**config.mk**
```make
export PLATFORM = sky130hd
export DESIGN_NAME = sdi_core
export DESIGN_NICKNAME = d
export VERILOG_FILES = /design/src/core/sdi_pkg.sv /design/src/core/sdi_bank.sv /design/src/core/sdi_burst.sv /design/src/core/sdi_core.sv
export SDC_FILE = /design/constraint.sdc
export NUM_CORES = 1
export LEC_CHECK = 0
export BUFFER_PORTS_ARGS = -buffer_cell sky130_fd_sc_hd__buf_2
export CAP_MARGIN = 40
export CELL_PAD_IN_SITES_DETAIL_PLACEMENT = 0
export CELL_PAD_IN_SITES_GLOBAL_PLACEMENT = 1
export CORE_MARGIN = 2
export CORE_UTILIZATION = 50
export DETAILED_ROUTE_END_ITERATION = 10
export GPL_TIMING_DRIVEN = 0
export PLACE_DENSITY = 0.86
export SLEW_MARGIN = 20
export SYNTH_ARGS = -nofsm -noshare
export SYNTH_HDL_FRONTEND = slang
export SYNTH_SLANG_ARGS = --single-unit
```
**constraint.sdc**
```tcl
create_clock -name pclk -period 3.5 [get_ports pclk]
set_clock_uncertainty 0.15 [all_clocks]
set_input_delay 0.35 -clock pclk [delete_from_list [all_inputs] [get_ports pclk]]
set_output_delay 0.35 -clock pclk [all_outputs]
set_load 0.02 [all_outputs]
```
**src/core/sdi_pkg.sv**
```systemverilog
/*
  Shared constants for the quad-bank synchronous DRAM start-up and addressing core:
  command codes, start-up phases, organizations, register map and timing counts.
  Assumes a single 100 MHz clock domain shared by the core and its memory controller.
*/
package sdi_pkg;

  localparam int CLK_MHZ = 100;

  // start-up idle time and the waits after precharge, refresh and mode load
  localparam int STARTUP_WAIT_US = 100;
  localparam int STARTUP_WAIT_CYC = STARTUP_WAIT_US * CLK_MHZ;
  localparam int PRECHARGE_PERIOD_NS = 20;
  localparam int REFRESH_CYCLE_PERIOD_NS = 70;
  localparam int MODE_LOAD_WAIT_NS = 20;
  // least times round up to whole cycles
  localparam int PRECHARGE_PERIOD_CYC = (PRECHARGE_PERIOD_NS * CLK_MHZ + 999) / 1000;
  localparam int REFRESH_CYCLE_PERIOD_CYC = (REFRESH_CYCLE_PERIOD_NS * CLK_MHZ + 999) / 1000;
  localparam int MODE_LOAD_WAIT_CYC = (MODE_LOAD_WAIT_NS * CLK_MHZ + 999) / 1000;

  localparam int ROW_W = 13;
  localparam int COL_W = 11;
  localparam int MIN_REFRESHES = 2;

  // command code {chip select, row strobe, column strobe, write enable}, all active low
  typedef enum logic [3:0] {
    SDI_CMD_MLOAD = 4'b0000,
    SDI_CMD_AREF = 4'b0001,
    SDI_CMD_PRE  = 4'b0010,
    SDI_CMD_ACT  = 4'b0011,
    SDI_CMD_WR   = 4'b0100,
    SDI_CMD_RD   = 4'b0101,
    SDI_CMD_BST  = 4'b0110,
    SDI_CMD_NOP  = 4'b0111
  } sdi_cmd_e;

  typedef enum logic [2:0] {
    SDI_ST_POWERUP  = 3'b000,
    SDI_ST_WAIT_PRE = 3'b001,
    SDI_ST_PRE_WAIT = 3'b010,
    SDI_ST_SETUP    = 3'b011,
    SDI_ST_READY    = 3'b100
  } sdi_state_e;

  typedef enum logic [1:0] {
    SDI_ORG_X4  = 2'b00,
    SDI_ORG_X8  = 2'b01,
    SDI_ORG_X16 = 2'b10
  } sdi_org_e;

  localparam logic [COL_W-1:0] PAGE_MASK_X4 = 11'h7FF;
  localparam logic [COL_W-1:0] PAGE_MASK_X8 = 11'h3FF;
  localparam logic [COL_W-1:0] PAGE_MASK_X16 = 11'h1FF;

  // burst length code in the low mode bits; 7 selects a whole page
  localparam logic [2:0] BL_FULL_PAGE = 3'h7;

  // register map, byte addresses
  localparam logic [11:0] REG_CTRL = 12'h000;
  localparam logic [11:0] REG_STATUS = 12'h004;
  localparam logic [11:0] REG_MODE = 12'h008;
  localparam logic [11:0] REG_ACCESS = 12'h00C;
  localparam logic [11:0] REG_ERR = 12'h010;

  localparam logic [1:0] CTRL_RESET = 2'h0;
  localparam int ERR_EARLY = 0;
  localparam int ERR_IN_WAIT = 1;
  localparam int ERR_NOT_READY = 2;
  localparam int ERR_BANK_CLOSED = 3;
  localparam int ERR_MLOAD_BANK = 4;
  localparam int ERR_W = 5;

endpackage

```
**src/core/sdi_bank.sv**
```systemverilog
/*
  One bank's row state: whether a row is open and which one.
  Assumes the command decoder gives one-cycle activate and precharge strobes.
*/
`timescale 1ns/1ps
module sdi_bank (
  input wire logic pclk,
  input wire logic presetn,
  input wire logic activate,
  input wire logic precharge,
  input wire logic [sdi_pkg::ROW_W-1:0] row_in,
  output logic open_q,
  output logic [sdi_pkg::ROW_W-1:0] row_q
);
  import sdi_pkg::*;

  always_ff @(posedge pclk or negedge presetn) begin
    if (!presetn) begin
      open_q <= 1'b0;
    end else if (precharge) begin
      open_q <= 1'b0;
    end else if (activate) begin
      open_q <= 1'b1;
    end
  end

  always_ff @(posedge pclk or negedge presetn) begin
    if (!presetn) begin
      row_q <= '0;
    end else if (activate) begin
      row_q <= row_in;
    end
  end
endmodule

```
**src/core/sdi_burst.sv**
```systemverilog
/*
  Burst column sequencer: steps from the start column for the programmed
  length, wrapping inside the aligned block (or the page for full-page bursts).
  Assumes start and stop are one-cycle strobes from the command decoder.
*/
`timescale 1ns/1ps
module sdi_burst (
  input wire logic pclk,
  input wire logic presetn,
  input wire logic start,
  input wire logic stop,
  input wire logic [sdi_pkg::COL_W-1:0] start_col,
  input wire logic [2:0] len_code,
  input wire logic [sdi_pkg::COL_W-1:0] page_mask,
  output logic active_q,
  output logic [sdi_pkg::COL_W-1:0] col_q
);
  import sdi_pkg::*;

  logic [COL_W-1:0] wrap_mask_d;
  logic [COL_W-1:0] wrap_mask_q;
  logic [COL_W-1:0] left_q;
  logic [COL_W-1:0] next_col;

  // reserved length codes fall back to single beats
  always_comb begin
    case (len_code)
      3'h1: wrap_mask_d = 11'h001;
      3'h2: wrap_mask_d = 11'h003;
      3'h3: wrap_mask_d = 11'h007;
      BL_FULL_PAGE: wrap_mask_d = page_mask;
      default: wrap_mask_d = 11'h000;
    endcase
  end

  assign next_col = (col_q & ~wrap_mask_q) | ((col_q + 11'h001) & wrap_mask_q);

  // a full page keeps wrapping until stop, a new start or a change of page mask
  always_ff @(posedge pclk or negedge presetn) begin
    if (!presetn) begin
      active_q <= 1'b0;
      col_q <= '0;
      left_q <= '0;
      wrap_mask_q <= '0;
    end else if (start) begin
      active_q <= 1'b1;
      col_q <= start_col & page_mask;
      left_q <= wrap_mask_d;
      wrap_mask_q <= wrap_mask_d;
    end else if (stop) begin
      active_q <= 1'b0;
    end else if (active_q) begin
      col_q <= next_col;
      if (left_q == 11'h000) begin
        active_q <= (wrap_mask_q == page_mask) && (len_code == BL_FULL_PAGE);
      end else begin
        left_q <= left_q - 11'h001;
      end
    end
  end
endmodule

```
**src/core/sdi_core.sv**
```systemverilog
/*
  Device-side start-up tracking and address decoding for a quad-bank SDRAM,
  with an APB register view of its state.
  Assumes the memory controller drives the command pins from logic on pclk.
*/
// Register access over APB and the address map were left to the implementer.
// Overview of operation
// [RL1] sample all pins on pclk rising edge
// [RL2] four banks, 8192 rows, organization-sized pages
// [RL3] read or write needs an open row
// [RL4] activate: bank selects bank, A0-A12 row
// [RL5] column bits depend on x4, x8, x16
// [RL6] every access is a programmed burst
// [RL7] no real command before start-up wait
// [RL8] inhibit or nop seen during start-up wait
// [RL9] clock enable low at power-up, later high
// [RL10] precharge all, wait, banks go idle
// [RL11] two or more refreshes, each waited out
// [RL12] extra refresh loops are allowed
// [RL13] mode must be loaded before operation
// [RL14] mode load needs both bank bits zero
// [RL15] mode value held until reloaded
// [RL16] data outputs off from mode load on
// [RL17] only nop during mode-load wait
// [RL18] refreshes may follow the mode load
// [RL19] deselect ignores commands, bursts continue
// [RL20] address bit ten high precharges all banks
// [RL21] commands decoded from strobe truth table
`timescale 1ns/1ps
module sdi_core #(
  parameter int STARTUP_CYC = sdi_pkg::STARTUP_WAIT_CYC
) (
  input wire logic pclk,
  input wire logic presetn,
  input wire logic [11:0] paddr,
  input wire logic psel,
  input wire logic penable,
  input wire logic pwrite,
  input wire logic [31:0] pwdata,
  output logic [31:0] prdata,
  output logic pready,
  output logic pslverr,
  input wire logic cke,
  input wire logic cs_n,
  input wire logic ras_n,
  input wire logic cas_n,
  input wire logic we_n,
  input wire logic bank_select_bit0,
  input wire logic bank_select_bit1,
  input wire logic [sdi_pkg::ROW_W-1:0] addr,
  input wire logic dqm,
  output logic [15:0] dq_o,
  output logic dq_oe,
  output logic init_done
);
  import sdi_pkg::*;

  // pin sampling
  logic cke_q;
  logic [3:0] cmd_q;
  logic [1:0] ba_q;
  logic [ROW_W-1:0] addr_q;
  logic dqm_q;

  always_ff @(posedge pclk or negedge presetn) begin
    if (!presetn) begin
      cke_q <= 1'b0;
      cmd_q <= 4'hF;
      ba_q <= 2'h0;
      addr_q <= '0;
      dqm_q <= 1'b1;
    end else begin
      cke_q <= cke; // RL1
      cmd_q <= {cs_n, ras_n, cas_n, we_n}; // RL1
      ba_q <= {bank_select_bit1, bank_select_bit0}; // RL1
      addr_q <= addr; // RL1
      dqm_q <= dqm;
    end
  end

  // command decode; low clock enable or high chip select decodes as a nop
  logic cmd_live;
  logic is_nop;
  logic is_act;
  logic is_rd;
  logic is_wr;
  logic is_pre;
  logic is_aref;
  logic is_mload;
  logic is_bst;
  logic auto_precharge_flag_bit;

  assign cmd_live = cke_q && !cmd_q[3]; // RL19 RL9
  assign is_nop = !cmd_live || (cmd_q == SDI_CMD_NOP); // RL21
  assign is_act = cmd_live && (cmd_q == SDI_CMD_ACT); // RL21
  assign is_rd = cmd_live && (cmd_q == SDI_CMD_RD);
  assign is_wr = cmd_live && (cmd_q == SDI_CMD_WR);
  assign is_pre = cmd_live && (cmd_q == SDI_CMD_PRE); // RL21
  assign is_aref = cmd_live && (cmd_q == SDI_CMD_AREF); // RL21
  assign is_mload = cmd_live && (cmd_q == SDI_CMD_MLOAD); // RL21
  assign is_bst = cmd_live && (cmd_q == SDI_CMD_BST);
  assign auto_precharge_flag_bit = addr_q[10];

  // software view of organization
  logic [1:0] org_q;
  logic [COL_W-1:0] page_mask;
  logic [COL_W-1:0] col_addr;

  always_comb begin
    if (org_q == SDI_ORG_X4) begin
      page_mask = PAGE_MASK_X4; // RL2
      col_addr = {addr_q[11], addr_q[9:0]}; // RL5
    end else if (org_q == SDI_ORG_X8) begin
      page_mask = PAGE_MASK_X8; // RL2
      col_addr = {1'b0, addr_q[9:0]}; // RL5
    end else begin
      page_mask = PAGE_MASK_X16; // RL2
      col_addr = {2'b00, addr_q[8:0]}; // RL5
    end
  end

  // start-up tracking
  sdi_state_e state_q;
  logic [31:0] start_cnt_q;
  logic nop_seen_q;
  logic [7:0] wait_cnt_q;
  logic [2:0] ref_cnt_q;
  logic mode_valid_q;
  logic [ROW_W-1:0] mode_q;
  logic startup_met;
  logic waiting;
  logic mload_ok;

  assign startup_met = (start_cnt_q >= 32'(STARTUP_CYC)) && nop_seen_q; // RL7 RL8
  assign waiting = (wait_cnt_q != 8'h00);
  assign mload_ok = is_mload && (ba_q == 2'b00) && !waiting; // RL14 RL17

  always_ff @(posedge pclk or negedge presetn) begin
    if (!presetn) begin
      start_cnt_q <= '0;
    end else if (start_cnt_q < 32'(STARTUP_CYC)) begin
      start_cnt_q <= start_cnt_q + 32'h1; // RL7
    end
  end

  // a nop counts anywhere in the power-up state, from reset until the wait is met
  always_ff @(posedge pclk or negedge presetn) begin
    if (!presetn) begin
      nop_seen_q <= 1'b0;
    end else if (state_q == SDI_ST_POWERUP && is_nop && cmd_q[3:0] != 4'h0) begin
      nop_seen_q <= 1'b1; // RL8
    end
  end

  always_ff @(posedge pclk or negedge presetn) begin
    if (!presetn) begin
      wait_cnt_q <= 8'h00;
    end else if (is_pre && !waiting) begin
      wait_cnt_q <= 8'(PRECHARGE_PERIOD_CYC); // RL10
    end else if (is_aref && !waiting) begin
      wait_cnt_q <= 8'(REFRESH_CYCLE_PERIOD_CYC); // RL11
    end else if (mload_ok) begin
      wait_cnt_q <= 8'(MODE_LOAD_WAIT_CYC); // RL17
    end else if (waiting) begin
      wait_cnt_q <= wait_cnt_q - 8'h01;
    end
  end

  always_ff @(posedge pclk or negedge presetn) begin
    if (!presetn) begin
      state_q <= SDI_ST_POWERUP;
    end else begin
      case (state_q)
        SDI_ST_POWERUP: begin
          if (startup_met) begin
            state_q <= SDI_ST_WAIT_PRE;
          end
        end
        SDI_ST_WAIT_PRE: begin
          if (is_pre && auto_precharge_flag_bit) begin
            state_q <= SDI_ST_PRE_WAIT; // RL10 RL20
          end
        end
        SDI_ST_PRE_WAIT: begin
          if (!waiting) begin
            state_q <= SDI_ST_SETUP; // RL10
          end
        end
        SDI_ST_SETUP: begin
          // refreshes and mode load in either order
          if (!waiting && mode_valid_q && ref_cnt_q >= 3'(MIN_REFRESHES)) begin
            state_q <= SDI_ST_READY; // RL11 RL13 RL18
          end
        end
        SDI_ST_READY: begin
          state_q <= SDI_ST_READY;
        end
        default: begin
          state_q <= SDI_ST_POWERUP;
        end
      endcase
    end
  end

  // saturates; further loops are legal
  always_ff @(posedge pclk or negedge presetn) begin
    if (!presetn) begin
      ref_cnt_q <= 3'h0;
    end else if (is_aref && !waiting && state_q == SDI_ST_SETUP && ref_cnt_q != 3'h7) begin
      ref_cnt_q <= ref_cnt_q + 3'h1; // RL11 RL12
    end
  end

  // mode value only changes on a good load
  always_ff @(posedge pclk or negedge presetn) begin
    if (!presetn) begin
      mode_valid_q <= 1'b0;
      mode_q <= '0;
    end else if (mload_ok && (state_q == SDI_ST_SETUP || state_q == SDI_ST_READY)) begin
      mode_valid_q <= 1'b1; // RL13
      mode_q <= addr_q; // RL15
    end
  end

  // banks
  logic [3:0] bank_open;
  logic [ROW_W-1:0] bank_row [4];
  logic ready;

  assign ready = (state_q == SDI_ST_READY);

  for (genvar b = 0; b < 4; b++) begin : g_bank
    logic act_b;
    logic pre_b;
    assign act_b = ready && is_act && (ba_q == 2'(b)); // RL4
    assign pre_b = is_pre && !waiting && (auto_precharge_flag_bit || ba_q == 2'(b)); // RL20
    sdi_bank u_bank (
      .pclk(pclk),
      .presetn(presetn),
      .activate(act_b),
      .precharge(pre_b),
      .row_in(addr_q),
      .open_q(bank_open[b]),
      .row_q(bank_row[b])
    );
  end

  // bursts
  logic access_ok;
  logic burst_active;
  logic [COL_W-1:0] burst_col;
  logic rd_burst_q;
  logic [1:0] burst_bank_q;
  logic [1:0] dqm_pipe_q;

  assign access_ok = ready && (is_rd || is_wr) && bank_open[ba_q]; // RL3

  // read and write restart a burst, terminate, precharge and mode load end it; activate, refresh and deselect leave it running
  sdi_burst u_burst (
    .pclk(pclk),
    .presetn(presetn),
    .start(access_ok), // RL6
    .stop(is_bst || is_pre || is_mload),
    .start_col(col_addr),
    .len_code(mode_q[2:0]), // RL6
    .page_mask(page_mask),
    .active_q(burst_active),
    .col_q(burst_col)
  );

  always_ff @(posedge pclk or negedge presetn) begin
    if (!presetn) begin
      rd_burst_q <= 1'b0;
      burst_bank_q <= 2'h0;
    end else if (access_ok) begin
      rd_burst_q <= is_rd;
      burst_bank_q <= ba_q;
    end
  end

  // output mask acts three clocks after it is sampled
  always_ff @(posedge pclk or negedge presetn) begin
    if (!presetn) begin
      dqm_pipe_q <= 2'b11;
    end else begin
      dqm_pipe_q <= {dqm_pipe_q[0], dqm_q}; // RL19
    end
  end

  // no array behind it: read beats return their own bank and column
  always_ff @(posedge pclk or negedge presetn) begin
    if (!presetn) begin
      dq_o <= 16'h0000;
      dq_oe <= 1'b0;
    end else begin
      dq_o <= {3'h0, burst_bank_q, burst_col};
      dq_oe <= burst_active && rd_burst_q && !dqm_pipe_q[1] && !is_mload; // RL16
    end
  end

  // last access seen
  logic [26:0] access_q;

  always_ff @(posedge pclk or negedge presetn) begin
    if (!presetn) begin
      access_q <= '0;
    end else if (access_ok) begin
      access_q <= {is_wr, ba_q, bank_row[ba_q], col_addr}; // RL4 RL5
    end
  end

  // sticky protocol errors
  logic [ERR_W-1:0] err_q;
  logic [ERR_W-1:0] err_set;
  logic [ERR_W-1:0] err_clr;
  logic apb_wr;
  logic apb_setup;

  assign apb_wr = psel && penable && pwrite;
  assign apb_setup = psel && !penable;

  always_comb begin
    err_set = '0;
    err_set[ERR_EARLY] = !is_nop && state_q == SDI_ST_POWERUP; // RL7
    err_set[ERR_IN_WAIT] = !is_nop && waiting; // RL10 RL11 RL17
    err_set[ERR_NOT_READY] = (is_act || is_rd || is_wr) && !ready; // RL13
    err_set[ERR_BANK_CLOSED] = ready && (is_rd || is_wr) && !bank_open[ba_q]; // RL3
    err_set[ERR_MLOAD_BANK] = is_mload && ba_q != 2'b00; // RL14
    err_clr = (apb_wr && paddr == REG_ERR) ? pwdata[ERR_W-1:0] : '0;
  end

  always_ff @(posedge pclk or negedge presetn) begin
    if (!presetn) begin
      err_q <= '0;
    end else begin
      err_q <= (err_q & ~err_clr) | err_set;
    end
  end

  // APB slave: zero wait states, read data captured in the setup cycle
  logic mapped;

  always_comb begin
    if (paddr == REG_CTRL) begin
      mapped = 1'b1;
    end else if (paddr == REG_STATUS) begin
      mapped = 1'b1;
    end else if (paddr == REG_MODE) begin
      mapped = 1'b1;
    end else if (paddr == REG_ACCESS) begin
      mapped = 1'b1;
    end else if (paddr == REG_ERR) begin
      mapped = 1'b1;
    end else begin
      mapped = 1'b0;
    end
  end

  assign pready = 1'b1;
  assign pslverr = psel && penable && !mapped;

  always_ff @(posedge pclk or negedge presetn) begin
    if (!presetn) begin
      org_q <= CTRL_RESET;
    end else if (apb_wr && paddr == REG_CTRL && pwdata[1:0] != 2'b11) begin
      org_q <= pwdata[1:0];
    end
  end

  always_ff @(posedge pclk or negedge presetn) begin
    if (!presetn) begin
      prdata <= 32'h0;
    end else if (apb_setup && !pwrite) begin
      if (paddr == REG_CTRL) begin
        prdata <= {30'h0, org_q};
      end else if (paddr == REG_STATUS) begin
        prdata <= {19'h0, dq_oe, burst_active, bank_open, ref_cnt_q, mode_valid_q, state_q};
      end else if (paddr == REG_MODE) begin
        prdata <= {19'h0, mode_q};
      end else if (paddr == REG_ACCESS) begin
        prdata <= {5'h0, access_q};
      end else if (paddr == REG_ERR) begin
        prdata <= {27'h0, err_q};
      end else begin
        prdata <= 32'h0;
      end
    end
  end

  always_ff @(posedge pclk or negedge presetn) begin
    if (!presetn) begin
      init_done <= 1'b0;
    end else begin
      init_done <= ready;
    end
  end
endmodule

```
==> flow_metrics.py <==
metrics = {
    "outcome": {
        "status": "finished, final reports clean",
    },
    "sta": {
        "max_slew_margin": 0.478,
        "worstMarginPinSlew_ns": 0.777,
        "clock.fmax_mhz": 378,
        "setup_violations": 0,
        "rsz0062_at_grt": "no",
        "min_period_ns": 2.65,
        "drv_slew": 0,
        "hold_violations": 0,
        "fin_crit_sh": 0.756,
    },
    "clock_tree": {
        "clock_path_buffers": 3,
        "cts.sinks": 246,
        "ctsResizeCount": 0,
        "numCtsBuffers": 26,
        "cts_max_level": 1,
        "cts_setup_buffers": 0,
        "clk_pin_slew_ns": 0.06,
        "cts_tree": "yes",
        "cts-root-buf": "clkbuf_16",
        "hold_buffers": 28,
        "clk_latency_ns": 0.53,
    },
    "place": {
        "dp.cells": 1241,
        "post_dp_cell_area_mm2": 0.0113,
        "dp.final_hpwl_um": 16800,
        "place_congestion": 0.844,
        "portBuffers": 85,
    },
    "floorplanning": {
        "rows": 52,
        "start_util": 0.513,
        "boundaryPins": 122,
        "die_w_um": 149,
        "design.core.area_mm2": 0.0204,
        "fp.dieH_um": 149,
        "die-area_mm2": 0.0221,
    },
    "hold_path": {
        "min_path_type": "in2reg",
    },
    "critical_path": {
        "path_class": "reg2reg",
        "critPathRequiredTime_ns": 3.76,
        "cp_data_arrival_time_ns": 2.91,
        "crit_fanout": 10,
        "startpoint_type": "flop",
        "cp-end-kind": "flop",
    },
    "global_route": {
        "grt_max_degree": 103,
        "grt_pass1_vias": 7344,
        "grt_pass1_wl_um": 39700,
        "grtUsageTotal": 0.228,
        "antenna_found_initial": 0,
        "grt_overflow": 0,
    },
    "power": {
        "finalPower_mw": 6.23,
        "peakVddDrop_mv": 0.361,
        "p_leak_nw": 6.11,
        "power_density_mw_per_mm2": 499,
    },
    "detailed_routing": {
        "wire_per_inst_um": 18.6,
        "num_vias": 7307,
        "avgViaCountPerCell": 5.55,
        "drtAntennaViolNets": 0,
        "drt-initial-drc-count": 480,
        "route.detailed.drc": 0,
        "first_pass_iters": 5,
        "wl_um": 24500,
    },
    "run": {
        "maxCapViolCount": 0,
    },
    "synthesis": {
        "async_flop_share": 1.00,
        "syn-cell-area_mm2": 0.0104,
        "synth_ff_type": "dfrtp_1",
        "ys_seq_elements": 246,
        "synthDistinctLibCells": 71,
        "syn_inst": 877,
        "yosysSeqAreaShare": 0.590,
        "syn_avg_cell_area_um2": 11.9,
        "synth_edf_count": 0,
        "yosysWarnings": 0,
    },
    "layout": {
        "post_layout_nonfiller_instances": 1317,
        "antenna_cells": 0,
        "fillers": 1614,
        "layout-drive-gt1-share": 0.250,
        "num-nets-final": 1105,
        "syn_to_final_growth_pct": 19.5,
        "design_area_mm2": 0.0125,
        "final_common_cell": "dfrtp_1",
        "layout_common_cells": "dfrtp_1 (239), nand2_1 (127), buf_2 (95)",
    },
}
## cell type report
type	instances	area, um2	share of cell area
Inverter	18	67.6	0.00541
Sequential cell	246	6160	0.494
Tap cell	270	338	0.0271
Buffer	64	308	0.0247
Clock inverter	10	105	0.00842
Clock buffer	38	797	0.0639
Multi-Input combinational cell	556	3930	0.315
Timing Repair Buffer	115	771	0.0618
## worst max-delay path, cell delays in order (launching register included)
cell and delay (ns):
dfrtp_1 0.45, inv_1 0.08, ha_1 0.21, nor4b_4 0.28
nand2_2 0.22, nor4_4 0.57, buf_6 0.25, mux2_4 0.31
## cells in the mapped netlist, types with 12 or more instances
library cell | instances | area [um2]
nand2_1 | 127 | 477
inv_1 | 18 | 67.6
buf_4 | 12 | 90.1
o21ai_0 | 37 | 185
nor4_1 | 15 | 93.8
a22o_1 | 16 | 140
clkbuf_1 | 34 | 128
nor3_1 | 20 | 100
nand3_1 | 14 | 70.1
mux4_2 | 14 | 315
dfrtp_1 | 239 | 5980
mux2_2 | 59 | 664
a21oi_1 | 28 | 140
nand4_1 | 14 | 87.6
xnor2_1 | 26 | 228
a21o_1 | 13 | 97.6
nor2_1 | 37 | 139
## worst paths after layout
kind / startpoint / to / slack [ns] / cells after the start
setup / recovery: wait_cnt_q[0] / mode_q[11] / 0.85 / 7
hold / removal: psel / prdata[1] / 0.07 / 3
setup reg to reg: wait_cnt_q[0] / mode_q[11] / 0.85 / 7
hold reg to reg: dqm_q / dqm_pipe_q[0] / 0.21 / 0
max in group asynchronous: presetn / g_bank[2].u_bank.row_q[10] / 2.13 / 3
min in group asynchronous: presetn / start_cnt_q[7] / 0.20 / 2
## logic make-up after synthesis
kind of cell	synth area share
buf+inv	0.0359
flops	0.590
fa+ha+maj	0.00958
compound gates	0.0928
mux	0.110
simple gates	0.135
other cells	0.000719
xor+xnor	0.0260
## stage by stage
step | util | setup WS (ns) | setup TNS, ns | hold WS, ns
6_report | 0.613 | 0.853 | 0 | 0.0711
2_1_floorplan | - | 1.25 | 0 | -0.0956
4_1_cts | 0.613 | 0.861 | 0 | 0.0526
3_3_place_gp | 0.552 | -2.39 | -569.54 | 0.196
3_5_place_dp | 0.555 | 0.877 | 0 | 0.175
5_1_grt | 0.613 | 0.745 | 0 | 0.0801
## power by group
part / internal, mW / leakage (nW) / total, mW / switching, mW
Combinational: 0.162 / 2.35 / 0.374 / 0.212
Sequential: 2.91 / 3.31 / 3.00 / 0.0883
Clock: 1.72 / 0.446 / 2.85 / 1.13
Total: 4.80 / 6.11 / 6.23 / 1.43
## layer usage
metal | vias to the layer above | track usage | wire length, um
met5 | - | 0 | 0
met4 | 0 | 0.0590 | 585
met3 | 39 | 0.0411 | 1160
met2 | 196 | 0.363 | 11600
met1 | 3682 | 0.327 | 11200
li1 | 3390 | - | -
## registers in the layout, indices dropped and copies added, names as in the netlist, 3 cells and up, named ones only
register and flops:
g_bank.u_bank.row_q 52, start_cnt_q 32, prdata 27, access_q 26, addr_q 13, dq_o 13
mode_q 13, u_burst.left_q 11, wait_cnt_q 8, u_burst.wrap_mask_q 6, err_q 5, cmd_q 4
g_bank.u_bank.open_q 4, ref_cnt_q 3, state_q 3
(Power assumes the default switching activity.)
